### src/rtl/ows_params.svh
// register offsets, field positions, write masks and reset values of the overlay bank
`ifndef OWS_PARAMS_SVH
`define OWS_PARAMS_SVH
// byte offsets
`define OWS_OFF_KEYS 8'h04
`define OWS_OFF_KMASK 8'h08
`define OWS_OFF_GBASE 8'h0c
`define OWS_OFF_GPITCH 8'h10
`define OWS_OFF_W1TL 8'h14
`define OWS_OFF_W1BR 8'h18
`define OWS_OFF_W1BASE 8'h1c
`define OWS_OFF_W1PITCH 8'h20
`define OWS_OFF_CTRL 8'h40
`define OWS_OFF_ISTS 8'h44
`define OWS_OFF_IMASK 8'h48
// field positions
`define OWS_PEND_BIT 19
`define OWS_HI_LSB 16
`define OWS_CTL_KEY16 0
`define OWS_CTL_KEYEN 1
`define OWS_CTL_FOLLOW 2
`define OWS_EV_GFX 0
`define OWS_EV_W1 1
// writable bits; everything else reads zero, except the pending bit 19 of the base registers, which is outside OWS_M_BASE
`define OWS_M_KEY8 32'h00ff00ff
`define OWS_M_FULL 32'hffffffff
`define OWS_M_BASE 32'h0007ffff
`define OWS_M_PITCH 32'h03ff03ff
`define OWS_M_EDGE 32'h07ff07ff
`define OWS_M_CTRL 32'h00000007
`define OWS_M_EV 32'h00000003
// power-on values are undefined in the device; zero is used here
`define OWS_RST_REG 32'h00000000
`define OWS_RST_BASE 19'h00000
`endif

### src/rtl/ows_pkg.sv
// types shared by the overlay window source register bank
package ows_pkg;
  // configuration handed to the video processor
  typedef struct packed {
    logic [15:0] w2_key;
    logic [15:0] w1_key;
    logic [15:0] w2_kmask;
    logic [15:0] w1_kmask;
    logic w1_key_enable;
    logic [18:0] gfx_base;
    logic [9:0] gfx_width;
    logic [9:0] gfx_offset;
    logic [10:0] w1_top;
    logic [10:0] w1_left;
    logic [10:0] w1_bottom;
    logic [10:0] w1_right;
    logic [18:0] w1_base;
    logic [9:0] w1_width;
    logic [9:0] w1_offset;
  } ows_view_t;
  // events from the video processor
  typedef struct packed {
    logic frame_start;
    logic [18:0] capture_base;
  } ows_vp_in_t;
endpackage

### src/rtl/ows_regs.sv
// overlay colour keys and window source register bank with apb slave
// Function
// 8-bit mode: keys are index bytes 7:0 and 23:16, rest reserved.
// 16-bit mode: full 16-bit keys, window II in 31:16, window I in 15:0.
// software repacks 24/32-bit colour keys to 5:6:5 before writing.
// key mask register: window II mask 31:16, window I 15:0, 1 enables.
// graphics source base in bits 18:0, 64-bit segment units.
// software writes pending bit 19 as 1 with each new base.
// hardware clears pending once the frame starts using the new base.
// graphics pending reads 1 until the new base is adopted, else 0.
// graphics line width in 25:16, bits 31:26 reserved.
// graphics start offset in 9:0, bits 15:10 reserved.
// window I top 26:16 and left 10:0, other bits reserved.
// window I bottom 26:16 and right 10:0, same reserved bits.
// window I base 18:0 with same pending flag in bit 19.
// window I pending reads 1 until new base is adopted, else 0.
// window I line width in 25:16, 64-bit segment units.
// window I source offset in 9:0, 64-bit segment units.
// window I keying acts only while its key-enable control is 1.
// follow-capture at 0 takes window I base from its own register.
// reserved bits read zero and ignore writes; key upper bytes written in 8-bit mode are still stored.
`include "ows_params.svh"
module ows_regs #(
  parameter int ADDR_W = 8
) (
  input wire logic pclk, // apb clock, 20 MHz
  input wire logic presetn, // asynchronous reset, active low
  input wire logic psel, // slave select
  input wire logic penable, // access phase
  input wire logic pwrite, // 1 write, 0 read
  input wire logic [ADDR_W-1:0] paddr, // byte address
  input wire logic [31:0] pwdata, // write data
  output logic [31:0] prdata, // read data
  output logic pready, // transfer done
  output logic pslverr, // unmapped address
  input wire ows_pkg::ows_vp_in_t vp_in, // frame start and capture base
  output ows_pkg::ows_view_t view, // configuration to the video processor
  output logic irq // level interrupt
);

  // offsets are 8 bits wide; a narrower bus cannot reach them
  if (ADDR_W < 8 || ADDR_W > 16) begin : g_bad_addr
    $error("ows_regs: ADDR_W must be 8..16");
  end

  logic [31:0] keys_q, kmask_q, gpitch_q, tl_q, br_q, wpitch_q, ctrl_q;
  logic [18:0] gbase_q, wbase_q, act_gbase_q, act_wbase_q;
  logic gpend_q, wpend_q;
  logic [1:0] ists_q, imask_q;
  logic pready_q, pslverr_q;
  logic [31:0] prdata_q;
  ows_pkg::ows_view_t view_q;
  logic irq_q;

  // address decode
  wire [7:0] off = paddr[7:0];
  wire hi_zero = (paddr >> 8) == '0;
  wire setup = psel & ~penable;
  wire wr_en = psel & penable & pready_q & pwrite;
  wire hit_keys = hi_zero && off == `OWS_OFF_KEYS;
  wire hit_kmask = hi_zero && off == `OWS_OFF_KMASK;
  wire hit_gbase = hi_zero && off == `OWS_OFF_GBASE;
  wire hit_gpitch = hi_zero && off == `OWS_OFF_GPITCH;
  wire hit_tl = hi_zero && off == `OWS_OFF_W1TL;
  wire hit_br = hi_zero && off == `OWS_OFF_W1BR;
  wire hit_wbase = hi_zero && off == `OWS_OFF_W1BASE;
  wire hit_wpitch = hi_zero && off == `OWS_OFF_W1PITCH;
  wire hit_ctrl = hi_zero && off == `OWS_OFF_CTRL;
  wire hit_ists = hi_zero && off == `OWS_OFF_ISTS;
  wire hit_imask = hi_zero && off == `OWS_OFF_IMASK;
  wire mapped = hit_keys | hit_kmask | hit_gbase | hit_gpitch | hit_tl | hit_br
              | hit_wbase | hit_wpitch | hit_ctrl | hit_ists | hit_imask;

  // mode and control fields
  wire key16 = ctrl_q[`OWS_CTL_KEY16];
  wire key_enable = ctrl_q[`OWS_CTL_KEYEN];
  wire follow = ctrl_q[`OWS_CTL_FOLLOW];
  // in 8-bit mode the upper key bytes are reserved and read zero
  wire [31:0] key_mask = key16 ? `OWS_M_FULL : `OWS_M_KEY8;
  wire [31:0] keys_view = keys_q & key_mask;

  // a pending bit written 1 in the same cycle as a frame start is kept
  wire gset = wr_en & hit_gbase & pwdata[`OWS_PEND_BIT];
  wire wset = wr_en & hit_wbase & pwdata[`OWS_PEND_BIT];
  wire gadopt = vp_in.frame_start & gpend_q & ~gset;
  wire wadopt = vp_in.frame_start & wpend_q & ~wset;
  // the two adoption events feed the sticky status register
  wire [1:0] ev = {wadopt, gadopt};

  // read mux; reserved bits come back zero through the store masks, and for the keys through the mode mask
  logic [31:0] rd_mux;
  always_comb begin
    rd_mux = 32'h00000000;
    unique case (1'b1)
      hit_keys: rd_mux = keys_view;
      hit_kmask: rd_mux = kmask_q;
      hit_gbase: rd_mux = {12'h000, gpend_q, gbase_q};
      hit_gpitch: rd_mux = gpitch_q;
      hit_tl: rd_mux = tl_q;
      hit_br: rd_mux = br_q;
      hit_wbase: rd_mux = {12'h000, wpend_q, wbase_q};
      hit_wpitch: rd_mux = wpitch_q;
      hit_ctrl: rd_mux = ctrl_q;
      hit_ists: rd_mux = {30'h0, ists_q};
      hit_imask: rd_mux = {30'h0, imask_q};
      default: rd_mux = 32'h00000000;
    endcase
  end

  // apb answer: registered in setup, so every access has zero wait states
  always_ff @(posedge pclk or negedge presetn) begin
    if (!presetn) begin
      pready_q <= 1'b0;
      pslverr_q <= 1'b0;
      prdata_q <= `OWS_RST_REG;
    end else begin
      pready_q <= setup;
      pslverr_q <= setup & ~mapped;
      prdata_q <= (setup & ~pwrite) ? rd_mux : 32'h00000000;
    end
  end

  // plain storage registers; writes keep only documented bits, except keys, which are stored whole
  always_ff @(posedge pclk or negedge presetn) begin
    if (!presetn) begin
      keys_q <= `OWS_RST_REG;
      kmask_q <= `OWS_RST_REG;
      gpitch_q <= `OWS_RST_REG;
      tl_q <= `OWS_RST_REG;
      br_q <= `OWS_RST_REG;
      wpitch_q <= `OWS_RST_REG;
      ctrl_q <= `OWS_RST_REG;
      imask_q <= 2'h0;
    end else if (wr_en) begin
      if (hit_keys) keys_q <= pwdata;
      if (hit_kmask) kmask_q <= pwdata & `OWS_M_FULL;
      if (hit_gpitch) gpitch_q <= pwdata & `OWS_M_PITCH;
      if (hit_tl) tl_q <= pwdata & `OWS_M_EDGE;
      if (hit_br) br_q <= pwdata & `OWS_M_EDGE;
      if (hit_wpitch) wpitch_q <= pwdata & `OWS_M_PITCH;
      if (hit_ctrl) ctrl_q <= pwdata & `OWS_M_CTRL;
      if (hit_imask) imask_q <= pwdata[1:0];
    end
  end

  // source bases and pending flags; set by software beats the frame clear
  always_ff @(posedge pclk or negedge presetn) begin
    if (!presetn) begin
      gbase_q <= `OWS_RST_BASE;
      wbase_q <= `OWS_RST_BASE;
      gpend_q <= 1'b0;
      wpend_q <= 1'b0;
    end else begin
      if (wr_en & hit_gbase) gbase_q <= pwdata[18:0];
      if (wr_en & hit_wbase) wbase_q <= pwdata[18:0];
      if (wr_en & hit_gbase) gpend_q <= pwdata[`OWS_PEND_BIT];
      else if (gadopt) gpend_q <= 1'b0;
      if (wr_en & hit_wbase) wpend_q <= pwdata[`OWS_PEND_BIT];
      else if (wadopt) wpend_q <= 1'b0;
    end
  end

  // bases in use; only a frame start moves them, so a frame never tears
  always_ff @(posedge pclk or negedge presetn) begin
    if (!presetn) begin
      act_gbase_q <= `OWS_RST_BASE;
      act_wbase_q <= `OWS_RST_BASE;
    end else begin
      if (gadopt) act_gbase_q <= gbase_q;
      if (wadopt) act_wbase_q <= wbase_q;
    end
  end

  // adoption events: sticky, write one to clear, a new event wins
  always_ff @(posedge pclk or negedge presetn) begin
    if (!presetn) begin
      ists_q <= 2'h0;
    end else begin
      ists_q <= (ists_q & ~((wr_en & hit_ists) ? pwdata[1:0] : 2'h0)) | ev;
    end
  end

  // view to the video processor, registered every cycle
  always_ff @(posedge pclk or negedge presetn) begin
    if (!presetn) begin
      view_q <= '0;
      irq_q <= 1'b0;
    end else begin
      view_q.w2_key <= keys_view[31:16];
      view_q.w1_key <= keys_view[15:0];
      view_q.w2_kmask <= kmask_q[31:16];
      view_q.w1_kmask <= kmask_q[15:0];
      view_q.w1_key_enable <= key_enable;
      view_q.gfx_base <= act_gbase_q;
      view_q.gfx_width <= gpitch_q[25:16];
      view_q.gfx_offset <= gpitch_q[9:0];
      view_q.w1_top <= tl_q[26:16];
      view_q.w1_left <= tl_q[10:0];
      view_q.w1_bottom <= br_q[26:16];
      view_q.w1_right <= br_q[10:0];
      // capture follow bypasses the register base entirely
      view_q.w1_base <= follow ? vp_in.capture_base : act_wbase_q;
      view_q.w1_width <= wpitch_q[25:16];
      view_q.w1_offset <= wpitch_q[9:0];
      irq_q <= |(ists_q & imask_q);
    end
  end

  // outputs come straight from flip-flops; nothing combinational leaves the bank
  assign prdata = prdata_q;
  assign pready = pready_q;
  assign pslverr = pslverr_q;
  assign view = view_q;
  assign irq = irq_q;
endmodule // ows_regs
### config.mk
export PLATFORM = sky130hd
export DESIGN_NAME = ows_regs
export DESIGN_NICKNAME = d
export VERILOG_FILES = /design/src/rtl/ows_pkg.sv /design/src/rtl/ows_regs.sv
export VERILOG_INCLUDE_DIRS = /design/src /design/src/rtl
export SDC_FILE = /design/constraint.sdc
export NUM_CORES = 1
export LEC_CHECK = 0
export BUFFER_PORTS_ARGS = -buffer_cell sky130_fd_sc_hd__buf_2
export CAP_MARGIN = 20
export CORE_UTILIZATION = 46
export DETAILED_ROUTE_END_ITERATION = 16
export PLACE_DENSITY = 0.76
export SLEW_MARGIN = 25
export SYNTH_ARGS = -nofsm -noshare
export SYNTH_HDL_FRONTEND = slang
export SYNTH_SLANG_ARGS = --single-unit
### constraint.sdc
create_clock -name pclk -period 4.3 [get_ports pclk]
set_clock_uncertainty 0.15 [all_clocks]
set_input_delay 0.43 -clock pclk [delete_from_list [all_inputs] [get_ports pclk]]
set_output_delay 0.43 -clock pclk [all_outputs]
set_load 0.01 [all_outputs]
==> impl_results.md <==
* Most frequent cell after synthesis: dfrtp_1
* Switching Fraction at 0.212
* Top cells by area, synth: dfrtp_1 70%, mux2_2 15%, a22oi_1 2.2%
* Slowest-stage cell, CP: or4b_1
* CTS H-tree lvls at 2
* GRT Total Usage at 0.244
* Count of TritonRoute iterations in the first routing pass at 5
* Synth Area in Compound Gates at 0.0614
* Maximum clock frequency at 0.378 GHz
* Post-CTS setup buffer count at 0
* WS Path Type: in -> reg
* Layout Cells excl Fill at 1833
* Drt total wl at 43.6 mm
* Residual DRC at 0
* Mux cell area share after synthesis at 0.182
* Largest net degree at the start of global routing at roughly 130
* Initial core utilization at 0.471
* IO buf count at 286
* Pins Over Slew Limit at 0
* Vias in the first global route at 10500
* CTS tree: built
* Worst setup EP type: flip-flop
* Total CTS buffers at 45
* Cells after Synth at 1019
* Measured slew at the worst slew-check pin at 1040 ps
* Yosys warning count at 0
* Area grow syn2layout at 23.0%
* Placer Congestion at 0.885
* Slowest stage delay, CP at 950 ps
* Post-synth cell types at 52
* Dpl cells at 1726
* Mapped Area at ~16000 µm²
* CTS sink cnt at 455
* Top_reg_cell synth: dfrtp_1
* Number of core rows at 68
* Total core area at around 35000 µm²
* Clk pin slew, worst setup/hold paths at 60 ps
* Sequential power share at 0.512
* Hold Violations, Final at 0
* Post-synthesis xor/xnor area fraction at 0
* PD cells at 418 nW/µm²
* Relative slew slack at 0.307
* Async SR Flop Fraction at 1.00
* # nets final at 1409
* Die width at 191 µm
* Req. time, crit path at 4570 ps
* Die area at 36400 µm²
* Leakage Power at 0.0106 µW
* Register area share after synthesis at 0.695
* Unrepaired setup endpoints after global routing: no
* Vias at 10100
* Share of post-route cells with drive strength above 1 at 0.461
* Remaining Overflow, GRT at 0
* Vias per cell at between 5 and 6
* Max clock buf depth at 3
* Final worst path period share at 0.615
* Crit start category: input pin
* Min Tclk post-route at 2650 ps
* CP Data Arrival Time at 2920 ps
* Crit path max fanout at 18
* IO Pins at 287
* Status: finished clean
* Post-DP HPWL at 28.0 mm
* Max_cap viols at 0
* Syn nets at 1084
* Peak supply drop at between 300 and 400 µV
* Post-synth EDFFs at 0
* Top cell type's share of synthesized area at 0.695
* Post-Synth Adder-Cell Area at 0
* Crit path from: paddr[6]
* Crit path cell chain: buf_2 -> or4b_1 -> nor3_4 -> buf_4 -> mux2_2
* Leading area contributor after synthesis: dfrtp_1
* Pint at roughly 6600 µW
* Gate power share at 0.029
* Top cells by count, synth: 455 x dfrtp_1, 212 x mux2_2, 48 x a22oi_1, 26 x nor2_1, 25 x buf_2
* Worst R2R Start: pready
* Fin Hold WS at 28.2 ps
* Antenna violations before repair at 2
* TNS Setup at 0 ps
* Starting DRT DRC Count at just over 700
* Clock network power share at 0.459
* Largest family of logic cells by synthesized area: multiplexers
* Syn Area/Cell at between 15 and 20 µm²
* Final setup fails at 0
* Routed len/inst at around 24 µm
* Antenna viol nets, final at 0
* HP Class: in -> reg
* Synth Register Bits at around 460
* Root Driver: clkbuf_16
* Clock Latency Late Sink at 550 ps
* DIE HEIGHT at 191 µm
* Post-synthesis simple-gate area fraction at 0.0390
* First-pass GRT wire length at 65.5 mm
* Switching power total at ~1800 µW
* Hold Crit Start: pwdata[15]
[metrics by stage]
step                power [µW]  worst slack (ps)  area (µm²)   util
detailed placement        4610              1140       18400  0.529
global route              8690              1630       20100  0.578
global placement          4600              1220       18400  0.528
finish                    8410              1650       20100  0.579
CTS                       8490              1700       20100  0.578
floorplan                 4430              2040       16400      -
[state kept, by name (all words and copies together), names as in the netlist, 2 cells and up]
name and flops:
imask_q 2, keys_q 32, prdata 32, act_wbase_q 19
gbase_q 19, br_q 22, ists_q 2, gpitch_q 20
kmask_q 32, tl_q 22, view 187, act_gbase_q 19
wbase_q 19, wpitch_q 20, ctrl_q 3
[cell families (layout without fill, tap and decap cells)]
| family | Yosys count | count (layout) |
|---|---|---|
| AO/OA/AOI/OAI | 133 | 133 |
| flip-flops | 455 | 455 |
| multiplexers | 259 | 259 |
| buffers and inverters | 63 | 420 |
| AND/OR/NAND/NOR | 109 | 109 |
| other | 0 | 2 |
[routing by layer]
metal / routed length, µm / track usage / up-vias
met5: 0 / 0 / -
met2: 21600 / 0.402 / 366
met1: 18200 / 0.326 / 5330
li1: - / - / 4337
met3: 2310 / 0.0377 / 84
met4: 1580 / 0.0969 / 0
[path summary, 6_finish.rpt]
path,slack [ps],end,depth (start not counted)
min reg2reg,220,view[108],0
min in group asynchronous,290,view[21],2
max in group asynchronous,2540,view[175],4
max reg2reg,1740,br_q[18],4
min,30,kmask_q[15],2
max,1650,br_q[18],5
[timing repair]
action                                  CTS  global route
endpoints found under the hold margin   149             0
endpoints found under the setup margin    0             0
hold buffers                             25             0
gates resized for setup                   0             0
[cell usage in the layout (no fill, tap or decap), types with 6 or more instances in the layout]
cell,synthesis,routed
a22o_1,13,13
clkbuf_16,0,47
a31oi_1,13,13
nand2_1,22,21
nor2_1,26,25
a222oi_1,11,11
clkbuf_1,11,10
a32oi_1,6,6
and2_1,20,20
buf_2,25,285
buf_4,15,19
clkbuf_8,0,8
dlygate4sd3_1,0,25
a22oi_1,48,48
clkinv_2,0,8
dfrtp_1,455,454
buf_12,0,6
mux2_4,19,19
mux2_2,212,212
mux2_1,24,24
a21oi_1,9,9
o21ai_0,11,11
[worst max-delay path, delay by kind of cell]
family | cells | cell delay [ps]
buffers and inverters | 2 | 630
and+or+nand+nor | 2 | 1440
muxes | 1 | 390
[power by group through the flow]
stage               clock (µW)  sequential, µW  combinational, µW
finish                    3860            4310                243
global route              4110            4300                271
CTS                       3940            4310                245
detailed placement           0            4380                226
global placement             0            4380                221
floorplan                    0            4390               49.9
[area by class of cell]
class / instances / area, µm²
diodes: 2 / 5.00
multi-input cells: 501 / 4690
fillers: 2665 / 14700
flip-flops and latches: 455 / 11400
clock inverters: 14 / 133
clock buffers: 65 / 1320
inverters: 3 / 11.3
well taps: 455 / 569
repair buffers: 338 / 2010
Power figures use the tool's default switching activity.
